<file path="config.mk">
export PLATFORM = sky130hd
export DESIGN_NAME = pic_top
export DESIGN_NICKNAME = d
export VERILOG_FILES = /design/src/pkg/pic_pkg.sv /design/src/core/pic_top.sv /design/src/core/pic_prio.sv
export SDC_FILE = /design/constraint.sdc
export NUM_CORES = 1
export LEC_CHECK = 0
export ABC_AREA = 1
export BUFFER_PORTS_ARGS = -buffer_cell sky130_fd_sc_hd__buf_2
export CORE_ASPECT_RATIO = 1.4
export CORE_UTILIZATION = 50
export DETAILED_ROUTE_END_ITERATION = 10
export GPL_TIMING_DRIVEN = 0
export PLACE_DENSITY = 0.75
export SLEW_MARGIN = 20
export SYNTH_ARGS = -nofsm -noshare
export SYNTH_HDL_FRONTEND = slang
export SYNTH_SLANG_ARGS = --single-unit
</file>
<file path="constraint.sdc">
create_clock -name sys_clk -period 10 [get_ports sys_clk]
set_input_delay 0.5 -clock sys_clk [delete_from_list [all_inputs] [get_ports sys_clk]]
set_output_delay 0.5 -clock sys_clk [all_outputs]
set_load 0.02 [all_outputs]
</file>
<file path="src/pkg/pic_pkg.sv">
// pic_pkg: register map, field layout, reset values and carrier types
// of the prioritized interrupt controller.
// assumes: one system clock domain; a 12-bit register address space.
package pic_pkg;

   // ----------------------------------------------------------------
   // widths
   // ----------------------------------------------------------------
   localparam int unsigned ADDR_W  = 12;
   localparam int unsigned DATA_W  = 8;
   localparam int unsigned REQ1_W  = 4;
   localparam int unsigned PIN_N   = 4;
   localparam int unsigned SEL_N   = 2;
   localparam int unsigned NUM_SRC = 16;
   localparam int unsigned IDX_W   = 4;
   localparam int unsigned EVT_W   = 3;

   // ----------------------------------------------------------------
   // register offsets
   // ----------------------------------------------------------------
   localparam logic [11:0] ADDR_REQ0     = 12'h0fc0;
   localparam logic [11:0] ADDR_REQ0_ENH = 12'h0fc1;
   localparam logic [11:0] ADDR_REQ0_ENL = 12'h0fc2;
   localparam logic [11:0] ADDR_REQ1     = 12'h0fc3;
   localparam logic [11:0] ADDR_REQ1_ENH = 12'h0fc4;
   localparam logic [11:0] ADDR_REQ1_ENL = 12'h0fc5;
   localparam logic [11:0] ADDR_EDGE_SEL = 12'h0fc6;
   localparam logic [11:0] ADDR_EVT_STAT = 12'h0fc7;
   localparam logic [11:0] ADDR_EVT_MASK = 12'h0fc8;
   localparam logic [11:0] ADDR_CTL      = 12'h0fcf;

   // ----------------------------------------------------------------
   // field positions and masks
   // ----------------------------------------------------------------
   localparam int unsigned BIT_TIMER_ONE = 6;
   localparam int unsigned BIT_TIMER_ZERO = 5;
   localparam int unsigned BIT_SERIAL_RX = 4;
   localparam int unsigned BIT_SERIAL_TX = 3;
   localparam int unsigned BIT_CONVERTER = 0;
   localparam int unsigned BIT_GIE       = 7;
   localparam int unsigned REQ1_BASE     = 8;
   localparam logic [7:0]  REQ0_MASK     = 8'h79;
   localparam int unsigned EVT_REQ0      = 0;
   localparam int unsigned EVT_REQ1      = 1;
   localparam int unsigned EVT_STRAY_ACK = 2;

   // ----------------------------------------------------------------
   // reset values
   // ----------------------------------------------------------------
   localparam logic [7:0]        RST_BYTE = 8'h00;
   localparam logic [REQ1_W-1:0] RST_REQ1 = 4'h0;
   localparam logic [SEL_N-1:0]  RST_SEL  = 2'h0;
   localparam logic [EVT_W-1:0]  RST_EVT  = 3'h0;
   localparam logic [PIN_N-1:0]  RST_PIN  = 4'h0;

   // ----------------------------------------------------------------
   // carriers
   // ----------------------------------------------------------------
   typedef struct packed {
      logic             valid;
      logic [IDX_W-1:0] index;
      logic [1:0]       level;
   } pic_grant_s;

   typedef struct packed {
      logic on;
      logic off;
      logic return_from_interrupt_op;
      logic ack;
   } pic_core_op_s;

   typedef struct packed {
      logic timer_one;
      logic timer_zero;
      logic serial_rx;
      logic serial_tx;
      logic converter;
   } pic_src_s;

   typedef struct packed {
      logic wdt;
      logic osc_fail;
      logic wdt_osc_fail;
   } pic_bypass_s;

endpackage

</file>
<file path="src/core/pic_top.sv">
// pic_top: interrupt request collection, per-source priority enables,
// global enable and request forwarding to the processor core.
// assumes: source and core strobes are one-cycle pulses on sys_clk;
// port pins are asynchronous; register port answers reads one cycle later.
//
// Behaviour
// - selectable pins request on chosen edge
// - other pins request on every edge
// - watchdog and oscillator traps bypass registers
// - a source request sets its bit
// - global enable on forwards enabled pending request
// - request register zero layout, resets zero
// - enable low register, reserved bits read zero
// - high/low enable pair encodes priority level
// - global enable set by on/return/write one
// - cleared by off/ack/reset/write zero
// - control bits six to zero read zero
module pic_top (
   input  wire logic                      sys_clk,
   input  wire logic                      reset,
   input  wire logic                      clk_en,
   input  wire logic [pic_pkg::ADDR_W-1:0] reg_addr,
   input  wire logic [pic_pkg::DATA_W-1:0] reg_wdata,
   input  wire logic                      reg_wr,
   input  wire logic                      reg_rd,
   output logic [pic_pkg::DATA_W-1:0]      reg_rdata,
   input  pic_pkg::pic_src_s              src_evt,
   input  wire logic [pic_pkg::PIN_N-1:0]  port_pin,
   input  pic_pkg::pic_bypass_s           bypass_evt,
   input  wire logic                      bypass_ack,
   input  pic_pkg::pic_core_op_s          core_op,
   output pic_pkg::pic_grant_s            core_req,
   output logic                           bypass_req,
   output logic                           irq_status
);

   // ----------------------------------------------------------------
   // state
   // ----------------------------------------------------------------
   logic [7:0]                 req0_q, req0_d;
   logic [7:0]                 req0_enh_q, req0_enh_d;
   logic [7:0]                 req0_enl_q, req0_enl_d;
   logic [pic_pkg::REQ1_W-1:0] req1_q, req1_d;
   logic [pic_pkg::REQ1_W-1:0] req1_enh_q, req1_enh_d;
   logic [pic_pkg::REQ1_W-1:0] req1_enl_q, req1_enl_d;
   logic [pic_pkg::SEL_N-1:0]  edge_sel_q, edge_sel_d;
   logic [pic_pkg::EVT_W-1:0]  evt_stat_q, evt_stat_d;
   logic [pic_pkg::EVT_W-1:0]  evt_mask_q, evt_mask_d;
   logic                       gie_q, gie_d;
   logic                       bypass_q, bypass_d;
   logic                       irq_q, irq_d;
   pic_pkg::pic_grant_s        grant_q, grant_d;
   logic [7:0]                 rdata_q, rdata_d;

   logic [pic_pkg::PIN_N-1:0]  pin_meta_q;
   logic [pic_pkg::PIN_N-1:0]  pin_sync_q;
   logic [pic_pkg::PIN_N-1:0]  pin_prev_q;
   logic [pic_pkg::PIN_N-1:0]  pin_rise;
   logic [pic_pkg::PIN_N-1:0]  pin_fall;
   logic [pic_pkg::REQ1_W-1:0] pin_req;
   logic [7:0]                 src_set0;

   logic [pic_pkg::NUM_SRC-1:0]      pend_all;
   logic [pic_pkg::NUM_SRC-1:0][1:0] lvl_all;
   pic_pkg::pic_grant_s              best;

   function automatic logic hit(input logic [11:0] a, input logic [11:0] off);
      return a == off;
   endfunction

   // ----------------------------------------------------------------
   // pin synchronisers
   // ----------------------------------------------------------------
   // prev starts at zero, so a pin already high at reset release shows
   // one rising edge; software should clear request one after setup
   generate
      for (genvar p = 0; p < pic_pkg::PIN_N; p++) begin : g_pin
         always_ff @(posedge sys_clk) begin
            if (reset) begin
               pin_meta_q[p] <= 1'b0;
               pin_sync_q[p] <= 1'b0;
               pin_prev_q[p] <= 1'b0;
            end else if (clk_en) begin
               pin_meta_q[p] <= port_pin[p];
               pin_sync_q[p] <= pin_meta_q[p];
               pin_prev_q[p] <= pin_sync_q[p];
            end
         end
      end
   endgenerate

   // ----------------------------------------------------------------
   // edge detection
   // ----------------------------------------------------------------
   always_comb begin
      pin_rise = pin_sync_q & ~pin_prev_q;
      pin_fall = ~pin_sync_q & pin_prev_q;
      for (int i = 0; i < pic_pkg::PIN_N; i++) begin
         if (i < pic_pkg::SEL_N) begin
            pin_req[i] = edge_sel_q[i] ? pin_fall[i] : pin_rise[i];
         end else begin
            pin_req[i] = pin_rise[i] | pin_fall[i];
         end
      end
   end

   // ----------------------------------------------------------------
   // source request vector, register zero layout
   // ----------------------------------------------------------------
   always_comb begin
      src_set0                         = 8'h00;
      src_set0[pic_pkg::BIT_TIMER_ONE]  = src_evt.timer_one;
      src_set0[pic_pkg::BIT_TIMER_ZERO] = src_evt.timer_zero;
      src_set0[pic_pkg::BIT_SERIAL_RX]  = src_evt.serial_rx;
      src_set0[pic_pkg::BIT_SERIAL_TX]  = src_evt.serial_tx;
      src_set0[pic_pkg::BIT_CONVERTER]  = src_evt.converter;
   end

   // ----------------------------------------------------------------
   // register next state
   // ----------------------------------------------------------------
   always_comb begin
      req0_d     = req0_q;
      req0_enh_d = req0_enh_q;
      req0_enl_d = req0_enl_q;
      req1_d     = req1_q;
      req1_enh_d = req1_enh_q;
      req1_enl_d = req1_enl_q;
      edge_sel_d = edge_sel_q;
      evt_stat_d = evt_stat_q;
      evt_mask_d = evt_mask_q;
      gie_d      = gie_q;
      if (reg_wr) begin
         // reserved bits are dropped on write so they always hold zero
         if (hit(reg_addr, pic_pkg::ADDR_REQ0)) begin
            req0_d = reg_wdata & pic_pkg::REQ0_MASK;
         end
         if (hit(reg_addr, pic_pkg::ADDR_REQ0_ENH)) begin
            req0_enh_d = reg_wdata & pic_pkg::REQ0_MASK;
         end
         if (hit(reg_addr, pic_pkg::ADDR_REQ0_ENL)) begin
            req0_enl_d = reg_wdata & pic_pkg::REQ0_MASK;
         end
         if (hit(reg_addr, pic_pkg::ADDR_REQ1)) begin
            req1_d = reg_wdata[pic_pkg::REQ1_W-1:0];
         end
         if (hit(reg_addr, pic_pkg::ADDR_REQ1_ENH)) begin
            req1_enh_d = reg_wdata[pic_pkg::REQ1_W-1:0];
         end
         if (hit(reg_addr, pic_pkg::ADDR_REQ1_ENL)) begin
            req1_enl_d = reg_wdata[pic_pkg::REQ1_W-1:0];
         end
         if (hit(reg_addr, pic_pkg::ADDR_EDGE_SEL)) begin
            edge_sel_d = reg_wdata[pic_pkg::SEL_N-1:0];
         end
         if (hit(reg_addr, pic_pkg::ADDR_EVT_STAT)) begin
            evt_stat_d = evt_stat_q & ~reg_wdata[pic_pkg::EVT_W-1:0];
         end
         if (hit(reg_addr, pic_pkg::ADDR_EVT_MASK)) begin
            evt_mask_d = reg_wdata[pic_pkg::EVT_W-1:0];
         end
         if (hit(reg_addr, pic_pkg::ADDR_CTL) && !reg_wdata[pic_pkg::BIT_GIE]) begin
            gie_d = 1'b0;
         end
      end
      // acknowledge retires the granted request and closes the gate
      if (core_op.ack) begin
         gie_d = 1'b0;
         if (grant_q.valid) begin
            if (grant_q.index < pic_pkg::REQ1_BASE[pic_pkg::IDX_W-1:0]) begin
               req0_d[grant_q.index[2:0]] = 1'b0;
            end else begin
               req1_d[grant_q.index[1:0]] = 1'b0;
            end
         end
      end
      if (core_op.off) begin
         gie_d = 1'b0;
      end
      // sets come last so a new event or enable beats a same-cycle clear
      if (core_op.on || core_op.return_from_interrupt_op) begin
         gie_d = 1'b1;
      end
      if (reg_wr && hit(reg_addr, pic_pkg::ADDR_CTL) && reg_wdata[pic_pkg::BIT_GIE]) begin
         gie_d = 1'b1;
      end
      req0_d = req0_d | src_set0;
      req1_d = req1_d | pin_req;
      if (|src_set0) begin
         evt_stat_d[pic_pkg::EVT_REQ0] = 1'b1;
      end
      if (|pin_req) begin
         evt_stat_d[pic_pkg::EVT_REQ1] = 1'b1;
      end
      if (core_op.ack && !grant_q.valid) begin
         evt_stat_d[pic_pkg::EVT_STRAY_ACK] = 1'b1;
      end
      irq_d = |(evt_stat_d & evt_mask_d);
   end

   // ----------------------------------------------------------------
   // forwarding to the core
   // ----------------------------------------------------------------
   always_comb begin
      for (int i = 0; i < pic_pkg::NUM_SRC; i++) begin
         if (i < pic_pkg::REQ1_BASE) begin
            pend_all[i] = req0_q[i];
            lvl_all[i]  = {req0_enh_q[i], req0_enl_q[i]};
         end else if (i < pic_pkg::REQ1_BASE + pic_pkg::REQ1_W) begin
            pend_all[i] = req1_q[i - pic_pkg::REQ1_BASE];
            lvl_all[i]  = {req1_enh_q[i - pic_pkg::REQ1_BASE], req1_enl_q[i - pic_pkg::REQ1_BASE]};
         end else begin
            pend_all[i] = 1'b0;
            lvl_all[i]  = 2'h0;
         end
      end
   end

   pic_prio u_prio (
      .pending (pend_all),
      .level   (lvl_all),
      .best    (best)
   );

   always_comb begin
      // with the gate closed nothing is offered; software polls instead
      grant_d = '0;
      if (gie_d && best.valid && !core_op.ack) begin
         grant_d = best;
      end
      // traps never pass the request, enable or priority registers
      bypass_d = bypass_q;
      if (bypass_ack) begin
         bypass_d = 1'b0;
      end
      if (bypass_evt.wdt || bypass_evt.osc_fail || bypass_evt.wdt_osc_fail) begin
         bypass_d = 1'b1;
      end
   end

   // ----------------------------------------------------------------
   // read path
   // ----------------------------------------------------------------
   always_comb begin
      rdata_d = 8'h00;
      if (reg_rd) begin
         if (hit(reg_addr, pic_pkg::ADDR_REQ0)) begin
            rdata_d = req0_q;
         end else if (hit(reg_addr, pic_pkg::ADDR_REQ0_ENH)) begin
            rdata_d = req0_enh_q;
         end else if (hit(reg_addr, pic_pkg::ADDR_REQ0_ENL)) begin
            rdata_d = req0_enl_q & pic_pkg::REQ0_MASK;
         end else if (hit(reg_addr, pic_pkg::ADDR_REQ1)) begin
            rdata_d = {4'h0, req1_q};
         end else if (hit(reg_addr, pic_pkg::ADDR_REQ1_ENH)) begin
            rdata_d = {4'h0, req1_enh_q};
         end else if (hit(reg_addr, pic_pkg::ADDR_REQ1_ENL)) begin
            rdata_d = {4'h0, req1_enl_q};
         end else if (hit(reg_addr, pic_pkg::ADDR_EDGE_SEL)) begin
            rdata_d = {6'h00, edge_sel_q};
         end else if (hit(reg_addr, pic_pkg::ADDR_EVT_STAT)) begin
            rdata_d = {5'h00, evt_stat_q};
         end else if (hit(reg_addr, pic_pkg::ADDR_EVT_MASK)) begin
            rdata_d = {5'h00, evt_mask_q};
         end else if (hit(reg_addr, pic_pkg::ADDR_CTL)) begin
            rdata_d = {gie_q, 7'h00};
         end
      end
   end

   // ----------------------------------------------------------------
   // registers
   // ----------------------------------------------------------------
   always_ff @(posedge sys_clk) begin
      if (reset) begin
         req0_q     <= pic_pkg::RST_BYTE;
         req0_enh_q <= pic_pkg::RST_BYTE;
         req0_enl_q <= pic_pkg::RST_BYTE;
         req1_q     <= pic_pkg::RST_REQ1;
         req1_enh_q <= pic_pkg::RST_REQ1;
         req1_enl_q <= pic_pkg::RST_REQ1;
         edge_sel_q <= pic_pkg::RST_SEL;
         evt_stat_q <= pic_pkg::RST_EVT;
         evt_mask_q <= pic_pkg::RST_EVT;
         gie_q      <= 1'b0;
         bypass_q   <= 1'b0;
         irq_q      <= 1'b0;
         grant_q    <= '0;
         rdata_q    <= pic_pkg::RST_BYTE;
      end else if (clk_en) begin
         req0_q     <= req0_d;
         req0_enh_q <= req0_enh_d;
         req0_enl_q <= req0_enl_d;
         req1_q     <= req1_d;
         req1_enh_q <= req1_enh_d;
         req1_enl_q <= req1_enl_d;
         edge_sel_q <= edge_sel_d;
         evt_stat_q <= evt_stat_d;
         evt_mask_q <= evt_mask_d;
         gie_q      <= gie_d;
         bypass_q   <= bypass_d;
         irq_q      <= irq_d;
         grant_q    <= grant_d;
         rdata_q    <= rdata_d;
      end
   end

   assign reg_rdata  = rdata_q;
   assign core_req   = grant_q;
   assign bypass_req = bypass_q;
   assign irq_status = irq_q;

endmodule // pic_top

</file>
<file path="src/core/pic_prio.sv">
// pic_prio: combinational priority selection over all governed sources.
// assumes: pending and level vectors come from registers of the same clock.
module pic_prio (
   input  wire logic [pic_pkg::NUM_SRC-1:0]      pending,
   input  wire logic [pic_pkg::NUM_SRC-1:0][1:0] level,
   output pic_pkg::pic_grant_s                   best
);

   // ----------------------------------------------------------------
   // selection
   // ----------------------------------------------------------------
   // strictly-greater compare: on equal level the lowest index keeps it
   always_comb begin
      best = '0;
      for (int i = 0; i < pic_pkg::NUM_SRC; i++) begin
         if (pending[i] && (level[i] != 2'h0) && (!best.valid || (level[i] > best.level))) begin
            best.valid = 1'b1;
            best.index = i[pic_pkg::IDX_W-1:0];
            best.level = level[i];
         end
      end
   end

endmodule // pic_prio

</file>
## After elaboration in Yosys (flattened, before gate mapping)

Cells that the tools add are included.

| cells by class | value |
|---|---|
| reduce and logical (&&, ||, !) cells | 66 |
| magnitude comparators | 13 |
| bitwise operators | 15 |
| equality and inequality tests | 10 |
| mux-type cells | 52 |

Operators with widths:

| operator | number |
|---|---|
| $mux 8 | 16 |
| $eq 12x12->1 const B | 10 |
| $mux 7 | 10 |
| $logic_and 1x1->1 | 25 |
| $mux 4 | 5 |
| $reduce_bool 2->1 | 10 |
| $gt 2x2->1 | 8 |
| $mux 1 | 15 |
| $reduce_and 3->1 | 5 |
| $and 4x4->4 | 3 |
| $mux 3 | 4 |
| $not 4->4 | 3 |
| $logic_not 1->1 | 11 |
| $logic_or 1x1->1 | 11 |
| $and 8x8->8 | 1 |
| $not 8->8 | 1 |
| $or 8x7->8 | 1 |
| $and 3x3->3 | 2 |
| $reduce_or 5->1 | 1 |
| $lt 3x4->1 const B | 1 |
| $lt 4x4->1 const B | 1 |
| $or 4x4->4 | 1 |
| $reduce_or 4->1 | 1 |
| $demux 1 s3 | 1 |
| 8 further kinds | 9 |

| word-level totals | value |
|---|---|
| output and inout bits | 17 |
| input bits | 42 |
| word-level logic and storage cells | 184 |
| bits in registers | 68 |

## Depth between registers and ports, before layout

Gate-level depths: netlist (run 1).

| logic depth | value |
|---|---|
| depth in word-level cells | 38 |
| depth in mapped cells | 74 |
| depth with buffers taken out | 74 |

## Modules after synthesis

A second synthesis (run 1) with hierarchy kept.

| unflattened totals | value |
|---|---|
| cells, all modules | 794 |
| area, all modules | 5037.3 um2 |

Modules (own cells, without submodules):

| module | seq. area each (um2) | cells an instance | area an instance (um2) | instances |
|---|---|---|---|---|
| pic_top | 1361.3 | 489 | 3404.5 | 1 |
| pic_prio | 0.0 | 305 | 1632.8 | 1 |

## Worst setup path before layout (run 1)

No wires, ideal clock.

| timing | value |
|---|---|
| path type | register to register |
| from | reg req0_enh_q[0] |
| to | reg grant_q, in the netlist core_req[4] |
| setup slack | 2.200 ns |
| library setup time | 0.070 ns |
| buffers on the path | 0 |
| clock period less this slack | 7.800 ns |
| cell stages (with the launch flop) | 70 |
| data arrival time | 7.731 ns |
| data required time | 9.930 ns |
| cells stage by stage | dfxtp_1 -> o21ai_2 -> nor2_1 -> ha_1 -> nand2_1 -> nand2_1 -> nand2_1 -> nand2_1 -> nand2_1 -> and2_1 -> ha_1 -> inv_1 -> nor2_1 -> o21ai_0 -> nand2_1 -> nand2_1 -> inv_1 -> nand2_1 -> (+34 left out) -> and2_2 -> ha_1 -> nand2_1 -> o21ai_0 -> nand2_2 -> nand2_4 -> inv_1 -> nand2_1 -> and2_1 -> ha_1 -> inv_1 -> nor2_1 -> nor2_1 -> a21oi_1 -> o21ai_2 -> nand4_1 -> nand3b_1 -> a21oi_1 |

| on the way | value |
|---|---|
| cells in the longest elaborated chain, start to end | 38 |
| elaborated cells on any way between the ends | 46 |
| those cells by class | 8 x order compare; 10 x mux; 28 x reduce/logical |

RTL lines:

| element | RTL line | text |
|---|---|---|
| start: declaration | pic_top.sv:41 | `logic [7:0] req0_enh_q, req0_enh_d;` |
| start signal: assignment | pic_top.sv:277 | `req0_enh_q <= pic_pkg::RST_BYTE;` |
| start signal: assignment | pic_top.sv:292 | `req0_enh_q <= req0_enh_d;` |
| $reduce_bool 2->1 | pic_prio.sv:16 | `if (pending[i] && (level[i] != 2'h0) && (!best.valid \|\| (level[i] > best.level))) begin` |
| $logic_and 1x1->1 | pic_prio.sv:16 |  |
| $mux 7 * | pic_prio.sv:16 |  |
| $gt 2x2->1 or $logic_not 1->1 (tied branches) | -- |  |
| $logic_or 1x1->1 | pic_prio.sv:16 |  |
| $logic_and 1x1->1 | pic_prio.sv:16 |  |
| $mux 7 * | pic_prio.sv:16 |  |
| $gt 2x2->1 or $logic_not 1->1 (tied branches) | pic_prio.sv:16 |  |
| (+21 left out) | -- |  |
| $logic_and 1x1->1 | pic_prio.sv:16 |  |
| $mux 7 * | pic_prio.sv:16 |  |
| $gt 2x2->1 or $logic_not 1->1 (tied branches) | pic_prio.sv:16 |  |
| $logic_or 1x1->1 | pic_prio.sv:16 |  |
| $logic_and 1x1->1 | pic_prio.sv:16 |  |
| $mux 7 * | pic_prio.sv:16 |  |
| $logic_and 1x1->1 (2 in a row) | pic_top.sv:228 | `if (gie_d && best.valid && !core_op.ack) begin` |
| $mux 7 * | pic_top.sv:228 |  |
| end signal: assignment | pic_top.sv:303 | `grant_q <= grant_d;` |
| end: declaration | pic_top.sv:52 | `pic_pkg::pic_grant_s grant_q, grant_d;` |

Every way passes the cells marked *; elsewhere a longest branch is shown, timed or not.
A chain may end at the register's enable or synchronous reset.

## Worst setup path after layout (run 1)

| timing | value |
|---|---|
| from | reg req0_q[0] |
| to | reg grant_q, in the netlist core_req[4] |

| on the way | value |
|---|---|
| cells in the longest elaborated chain, start to end | 37 |
| elaborated cells on any way between the ends | 45 |
| those cells by class | 8 x order compare; 10 x mux; 27 x reduce/logical |

RTL lines:

| element | RTL line | text |
|---|---|---|
| start: declaration | pic_top.sv:40 | `logic [7:0] req0_q, req0_d;` |
| start signal: assignment | pic_top.sv:276 | `req0_q <= pic_pkg::RST_BYTE;` |
| start signal: assignment | pic_top.sv:291 | `req0_q <= req0_d;` |
| $logic_and 1x1->1 * | pic_prio.sv:16 |  |
| $mux 7 * | pic_prio.sv:16 |  |
| $gt 2x2->1 or $logic_not 1->1 (tied branches) | -- |  |
| $logic_or 1x1->1 | pic_prio.sv:16 |  |
| $logic_and 1x1->1 | pic_prio.sv:16 |  |
| $mux 7 * | pic_prio.sv:16 |  |
| $gt 2x2->1 or $logic_not 1->1 (tied branches) | pic_prio.sv:16 |  |
| $logic_or 1x1->1 | pic_prio.sv:16 |  |
| (+20 left out) | -- |  |
| $logic_and 1x1->1 | pic_prio.sv:16 |  |
| $mux 7 * | pic_prio.sv:16 |  |
| $gt 2x2->1 or $logic_not 1->1 (tied branches) | pic_prio.sv:16 |  |
| $logic_or 1x1->1 | pic_prio.sv:16 |  |
| $logic_and 1x1->1 | pic_prio.sv:16 |  |
| $mux 7 * | pic_prio.sv:16 |  |
| $logic_and 1x1->1 (2 in a row) | pic_top.sv:228 |  |
| $mux 7 * | pic_top.sv:228 |  |

Marks and branches as above.

==> results.py, run 1 <==
metrics = {
    "clock_tree": {
        "clk_latency_ns": 0.33,
        "cts_sinks": 68,
        "numCtsBuffers": 9,
        "post_cts_resized": 0,
        "ctsHoldBuffers": 0,
        "clock-root-buffer": "clkbuf_16",
        "post_cts_buffers": 0,
        "cts_tree": "yes",
        "cts.clk_slew.worst_paths_ns": 0.06,
        "htree_levels": 3,
        "clock_path_buffers": 2,
    },
    "grt": {
        "track_usage_pct": 29.0,
        "grt_pass1_vias": 4011,
        "grt_max_degree": 13,
        "antenna_found_initial": 0,
        "overflow": 0,
        "grt_pass1_wl_mm": 19.2,
    },
    "flow_run": {
        "cap_violations": 0,
    },
    "drt": {
        "ant_nets": 0,
        "wire_per_inst_um": 15.6,
        "dr.pass1.iters": 5,
        "num_vias": 4512,
        "wl_mm": 12.5,
        "dr.first_iter.drc_count": 353,
        "remaining_drc_errors": 0,
        "viasPerCell": 5.63,
    },
    "outcome": {
        "outcome": "finished, final reports clean",
    },
    "worst_setup_path": {
        "worstSetupPathType": "register to register",
        "critPathLaunchType": "register",
        "crit_required_ns": 10.27,
        "critPathSlowestCell": "dfxtp_1",
        "crit_top_cell": "nand2_1",
        "crit_fanout": 7,
        "arrival_ns": 9.24,
        "endpoint_kind": "register",
        "max_stage_delay_ns": 0.43,
    },
    "sta": {
        "post-route-period-util_pct": 89.7,
        "rsz0062_at_grt": "false",
        "drv_slew": 0,
        "fin_worst_skew_ns": 0.00509,
        "finalHoldViolCount": 0,
        "setup_viol": 0,
        "fmax_mhz": 111,
        "slew_headroom_pct": 59.9,
        "holdWs_ns": 0.399,
        "finalSetupTns_ns": 0,
        "min_period_ns": 8.97,
        "tightest_slew_ns": 0.601,
    },
    "floorplanning": {
        "die_h_um": 110,
        "coreArea_um2": 8150,
        "rows": 39,
        "start_util_pct": 51.5,
        "die_x_um": 79.4,
        "io_pins": 59,
        "dieArea_um2": 8760,
    },
    "synth": {
        "syn_avg_cell_area_um2": 6.69,
        "async_flop_share_pct": 0,
        "yosysUniqueCellTypes": 46,
        "synth_edf_count": 0,
        "synthesis.instances": 627,
        "synthesis.nets": 685,
        "seq_area_frac_synth_pct": 32.5,
        "synth_top_area_cell": "dfxtp_1",
        "synth_top_area_share_pct": 32.5,
        "syn_area_um2": 4190,
        "synth.top_cells.by_area": "dfxtp_1 32%, nand2_1 11%, a21oi_1 7.8%",
        "synth-main-ff-cell": "dfxtp_1",
        "ys_seq_elements": 68,
        "ys_warn_count": 0,
    },
    "final_layout": {
        "fin_util_pct": 60.5,
        "final_nets": 753,
        "drive_gt1_share_pct": 16.9,
        "final_cell_mix": "118 x nand2_1, 78 x inv_1, 70 x nor2_1",
        "layout_commonest_cell": "nand2_1",
        "num_antenna_cells": 0,
        "filler_cell_count": 774,
        "syn_to_final_growth_pct": 17.6,
    },
    "pwr": {
        "ir_worst_vdd_mv": 0.125,
        "cellPowerDensity_nw_per_um2": 140,
        "p_leak_nw": 2.29,
    },
    "placed_design": {
        "hpwl_mm": 9.63,
        "io_buffers": 57,
        "place_congestion": 0.989,
    },
    "min_path": {
        "hold_class": "input port to register",
    },
}
[worst paths after layout]
kind / depth (start not counted) / startpoint / slack, ns / to
setup / recovery: 69 / req0_q[0]$_SDFFE_PP0P_ / 1.03 / core_req[4]$_SDFFE_PP0P_
hold / removal: 3 / port_pin[0] / 0.40 / pin_meta_q[0]$_SDFFE_PP0P_
hold reg to reg: 2 / req0_q[1]$_SDFFE_PP0P_ / 0.45 / req0_q[1]$_SDFFE_PP0P_
setup reg to reg: 69 / req0_q[0]$_SDFFE_PP0P_ / 1.03 / core_req[4]$_SDFFE_PP0P_
[cell families after synthesis]
group | share of synthesized area (%)
XOR/XNOR | 0.418
AND/OR/NAND/NOR | 29.1
flip-flops | 32.5
buffers and inverters | 9.82
adder cells (fa/ha/maj) | 4.77
AO/OA/AOI/OAI | 23.4
[area by class of cell]
type / instances / area (µm²) / share of cell area (%)
multi-input cells: 453 / 2420 / 49.1
inverters: 89 / 334 / 6.77
flip-flops and latches: 68 / 1360 / 27.6
clock buffers: 10 / 239 / 4.85
plain buffers: 17 / 77.6 / 1.57
well taps: 102 / 128 / 2.59
repair buffers: 57 / 285 / 5.78
clock inverters: 6 / 86.3 / 1.75
[worst max-delay path, delay by kind of cell (launching register included)]
| kind | cells | cell delay [ns] |
|---|---|---|
| flip-flops | 1 | 0.43 |
| AO/OA/AOI/OAI | 12 | 1.73 |
| adder cells (fa/ha/maj) | 8 | 2.16 |
| buffers and inverters | 12 | 0.92 |
| AND/OR/NAND/NOR | 37 | 3.63 |
[Yosys cell counts, types with 2 or more instances]
| cell | instances |
|---|---|
| buf_2 | 2 |
| a31oi_1 | 2 |
| nor3_4 | 2 |
| inv_2 | 10 |
| o21ai_2 | 3 |
| nor4_1 | 2 |
| ha_1 | 16 |
| nand2_1 | 118 |
| clkbuf_1 | 13 |
| inv_1 | 78 |
| dfxtp_1 | 68 |
| o211ai_1 | 16 |
| nand3_2 | 4 |
| xnor2_1 | 2 |
| and2_1 | 6 |
| nor3_2 | 2 |
| nand4_1 | 8 |
| o21ai_0 | 65 |
| a21oi_2 | 2 |
| a21oi_1 | 65 |
| nor2_4 | 2 |
| nor2_2 | 8 |
| o21ai_1 | 7 |
| a221oi_1 | 3 |
| a221oi_2 | 2 |
| nand3_1 | 27 |
| nor3_1 | 6 |
| nor2_1 | 70 |
[through the flow]
step,power [mW],worst slack [ns],cells,cell area (µm²)
2_1_floorplan,0.323,2.20,627,4190
3_3_place_gp,0.346,1.37,786,4610
3_5_place_dp,0.348,1.11,786,4610
4_1_cts,0.689,1.06,802,4930
5_1_grt,0.708,0.0887,802,4930
6_report,0.691,1.03,802,4930
[sequential cells by signal, indices dropped and copies added (netlist names)]
| name | flops |
|---|---|
| pin_sync_q | 4 |
| req1_q | 4 |
| edge_sel_q | 2 |
| req1_enl_q | 4 |
| bypass_req | 1 |
| core_req | 7 |
| req0_enl_q | 5 |
| req0_enh_q | 5 |
| req1_enh_q | 4 |
| reg_rdata | 8 |
| evt_stat_q | 3 |
| evt_mask_q | 3 |
| pin_prev_q | 4 |
| irq_status | 1 |
| pin_meta_q | 4 |
| req0_q | 8 |
| gie_q | 1 |
[report_power, final]
group | leakage, nW | internal [mW] | switching, mW
clock network | 0.159 | 0.225 | 0.123
logic | 1.58 | 0.0197 | 0.0376
registers | 0.555 | 0.280 | 0.00618
total | 2.29 | 0.525 | 0.166
[per-layer routing]
metal | track usage [%] | vias up | wire length [µm]
met5 | 0 | - | 0
li1 | - | 2223 | -
met3 | 3.54 | 45 | 757
met4 | 19.5 | 0 | 735
met1 | 34.2 | 2056 | 4910
met2 | 49.2 | 188 | 6070
(Power assumes the default switching activity.)
==> run 2, diff against run 1 <==
--- a/config.mk
+++ b/config.mk
@@ -11,8 +11,9 @@
 export CORE_UTILIZATION = 50
 export DETAILED_ROUTE_END_ITERATION = 10
 export GPL_TIMING_DRIVEN = 0
-export PLACE_DENSITY = 0.75
+export PLACE_DENSITY = 0.74
 export SLEW_MARGIN = 20
 export SYNTH_ARGS = -nofsm -noshare
 export SYNTH_HDL_FRONTEND = slang
+export SYNTH_HIERARCHICAL = 1
 export SYNTH_SLANG_ARGS = --single-unit
==> run 2 against run 1 <==
Against the previous run: synthesized area up 20%; critical path depth up 5; sequential power up 2%; via count up 19%; first-iteration DRC count down 19%; setup slack worse by 0.18 ns; total power up 2.0%; flip-flop and latch count unchanged; critical endpoint is now core_req[1]$_SDFFE_PP0P_; die area up 20%.
==> results.py, run 2 <==
metrics = {
    "outcome": {
        "outcome": "finished, final reports clean",
    },
    "final_layout": {
        "layout_commonest_cell": "nand2_1",
        "filler_cell_count": 975,
        "num_antenna_cells": 0,
        "drive_gt1_share_pct": 17.6,
        "seqCellArea_um2": 1370,
        "multi_input_area_um2": 3350,
        "syn_to_final_growth_pct": 19.3,
        "final_nets": 968,
        "final_cell_mix": "151 x nand2_1, 110 x inv_1, 84 x nor2_1",
    },
    "min_path": {
        "hold_class": "input port to register",
        "min_path_cells": 3,
        "hold_path_startpoint": "port_pin[2]",
        "min_to": "pin_meta_q[2]$_SDFFE_PP0P_",
    },
    "synth": {
        "synth_top_area_share_pct": 27.0,
        "synth.top_cells.by_area": "dfxtp_1 27%, nand2_1 11%, o21ai_0 8.4%",
        "synth_common_cells": "153 x nand2_1, 110 x inv_1, 85 x nor2_1, 85 x o21ai_0, 68 x dfxtp_1",
        "async_flop_share_pct": 0,
        "ys_seq_elements": 68,
        "synth_edf_count": 0,
        "seq_area_frac_synth_pct": 27.0,
        "yosysUniqueCellTypes": 37,
        "synthesis.instances": 794,
        "ys_warn_count": 6,
        "syn_avg_cell_area_um2": 6.34,
        "synth-main-ff-cell": "dfxtp_1",
        "synth.most_common_cell": "nand2_1",
        "syn_area_um2": 5040,
        "synth_top_area_cell": "dfxtp_1",
    },
    "drt": {
        "ant_nets": 0,
        "dr.pass1.iters": 7,
        "viasPerCell": 5.15,
        "dr.first_iter.drc_count": 285,
        "wire_per_inst_um": 13.4,
        "remaining_drc_errors": 0,
        "wl_mm": 14.0,
        "num_vias": 5369,
    },
    "sta": {
        "setup_viol": 0,
        "rsz0062_at_grt": "false",
        "finalHoldViolCount": 0,
        "min_period_ns": 9.15,
        "finalSetupTns_ns": 0,
        "drv_slew": 0,
        "slew_headroom_pct": 54.4,
        "fmax_mhz": 109,
        "tightest_slew_ns": 0.683,
        "post-route-period-util_pct": 91.5,
        "fin_worst_skew_ns": 0.00498,
        "holdWs_ns": 0.382,
    },
    "worst_setup_path": {
        "arrival_ns": 9.42,
        "timing.rr.end": "core_req[1]$_SDFFE_PP0P_",
        "max_stage_delay_ns": 0.36,
        "critPathSlowestCell": "dfxtp_4",
        "worstSetupPathType": "register to register",
        "crit_required_ns": 10.27,
        "critPathLaunchType": "register",
        "crit-reg2reg-launch": "req0_enh_q[0]$_SDFFE_PP0P_",
        "crit_fanout": 6,
        "r2r_cells": 74,
        "reg2reg_slack_ns": 0.85,
        "endpoint_kind": "register",
        "crit_top_cell": "nand2_1",
    },
    "grt": {
        "antenna_found_initial": 0,
        "grt_pass1_vias": 4943,
        "overflow": 0,
        "track_usage_pct": 28.0,
        "grt_max_degree": 12,
        "grt_pass1_wl_mm": 22.6,
    },
    "pwr": {
        "p_leak_nw": 2.95,
        "pwr-share-comb_pct": 13.6,
        "ir_worst_vdd_mv": 0.133,
        "cellPowerDensity_nw_per_um2": 117,
        "p_clk_share_pct": 45.1,
        "netSwitchingPower_mw": 0.190,
        "switching_share_pct": 27.0,
        "pwr-share-seq_pct": 41.3,
        "internal-power_mw": 0.514,
    },
    "clock_tree": {
        "cts.clk_slew.worst_paths_ns": 0.06,
        "clock-root-buffer": "clkbuf_16",
        "cts_tree": "yes",
        "clk_latency_ns": 0.34,
        "numCtsBuffers": 9,
        "htree_levels": 3,
        "clock_path_buffers": 2,
        "cts_sinks": 68,
    },
    "placed_design": {
        "place_congestion": 0.982,
        "io_buffers": 55,
        "hpwl_mm": 11.1,
    },
    "floorplanning": {
        "dieArea_um2": 10500,
        "coreArea_um2": 9850,
        "io_pins": 59,
        "die_h_um": 121,
        "rows": 43,
        "start_util_pct": 51.2,
        "die_x_um": 86.8,
    },
    "flow_run": {
        "cap_violations": 0,
    },
}
-- run 2: cell count changes in the layout (fill, tap and decap cells not counted), moves of 9 or more --
cell,delta
conb_1,+40
nand2_1,+33
inv_1,+32
nand3_1,+29
nand2_2,+22
nor2_1,+14
o21ai_0,+14
a21oi_1,-9
nand2_4,+9
o21ai_1,+9
-- run 2: metrics by stage --
step	utilization, %	total power [mW]	setup slack (ns)	std cells	instance area (µm²)
final	61.0	0.705	0.846	1043	6010
after global routing	61.0	0.730	0.0268	1043	6010
after CTS	60.2	0.703	0.349	1039	5920
after detailed placement	57.2	0.390	0.379	1023	5630
after global placement	57.2	0.389	0.408	1023	5630
after floorplan	-	0.359	1.37	833	5180
-- run 2: worst max-delay path by stage --
stage	from	slack (ns)	endpoint
6_report	req0_enh_q[0]$_SDFFE_PP0P_	0.85	core_req[1]$_SDFFE_PP0P_
5_1_grt	req0_enh_q[0]$_SDFFE_PP0P_	0.03	core_req[1]$_SDFFE_PP0P_
4_1_cts	req0_enl_q[0]$_SDFFE_PP0P_	0.35	core_req[0]$_SDFFE_PP0P_
3_5_place_dp	req0_enl_q[0]$_SDFFE_PP0P_	0.38	core_req[0]$_SDFFE_PP0P_
3_3_place_gp	req0_enl_q[0]$_SDFFE_PP0P_	0.41	core_req[0]$_SDFFE_PP0P_
2_1_floorplan	req0_enl_q[0]$_SDFFE_PP0P_	1.37	core_req[0]$_SDFFE_PP0P_
-- run 2: kinds of logic after synthesis --
family | Yosys count | synth area share [%]
simple gates | 376 | 36.1
fa+ha+maj | 23 | 5.71
buf+inv | 137 | 10.3
flops | 68 | 27.0
xor+xnor | 2 | 0.348
compound gates | 186 | 20.1
other cells | 1 | 0.0744
mux | 1 | 0.298
-- run 2: worst max-delay path: cells and delay by family (launching register included) --
family          cells  cell delay [ns]
simple gates       41             3.79
compound gates     19             2.24
fa+ha+maj           8             2.19
buf+inv             6             0.48
flops               1             0.36
-- run 2: power groups by stage --
| stage | Clock [mW] | Combinational (mW) | Sequential, mW |
|---|---|---|---|
| global route | 0.329 | 0.109 | 0.292 |
| finish | 0.318 | 0.0961 | 0.291 |
| floorplan | 0 | 0.0637 | 0.296 |
| detailed placement | 0 | 0.0936 | 0.297 |
| global placement | 0 | 0.0924 | 0.297 |
| CTS | 0.318 | 0.0943 | 0.291 |
-- run 2: layout make-up --
type                            instances  area share (%)
Buffer                                 17            1.10
Clock buffer                           12            4.10
Clock inverter                          4           0.812
Inverter                              120            7.52
Multi-Input combinational cell        628            55.8
Sequential cell                        68            22.8
Tap cell                              135            2.81
Timing Repair Buffer                   59            5.08
-- run 2: repair_timing --
action / 4_1_cts / 5_1_grt
hold buffers: 0 / 0
setup buffers: 0 / 4
hold endpoints to repair: 0 / 0
resized for setup: 0 / 23
setup endpoints to repair: 0 / 6
-- run 2: routing by layer --
metal | global-route usage, % | share of wire (%) | vias up
met5 | 0 | 0 | -
met4 | 15.1 | 4.2 | 0
met3 | 3.82 | 3.3 | 41
met2 | 52.1 | 52 | 125
met1 | 29.7 | 41 | 2429
li1 | - | - | 2774
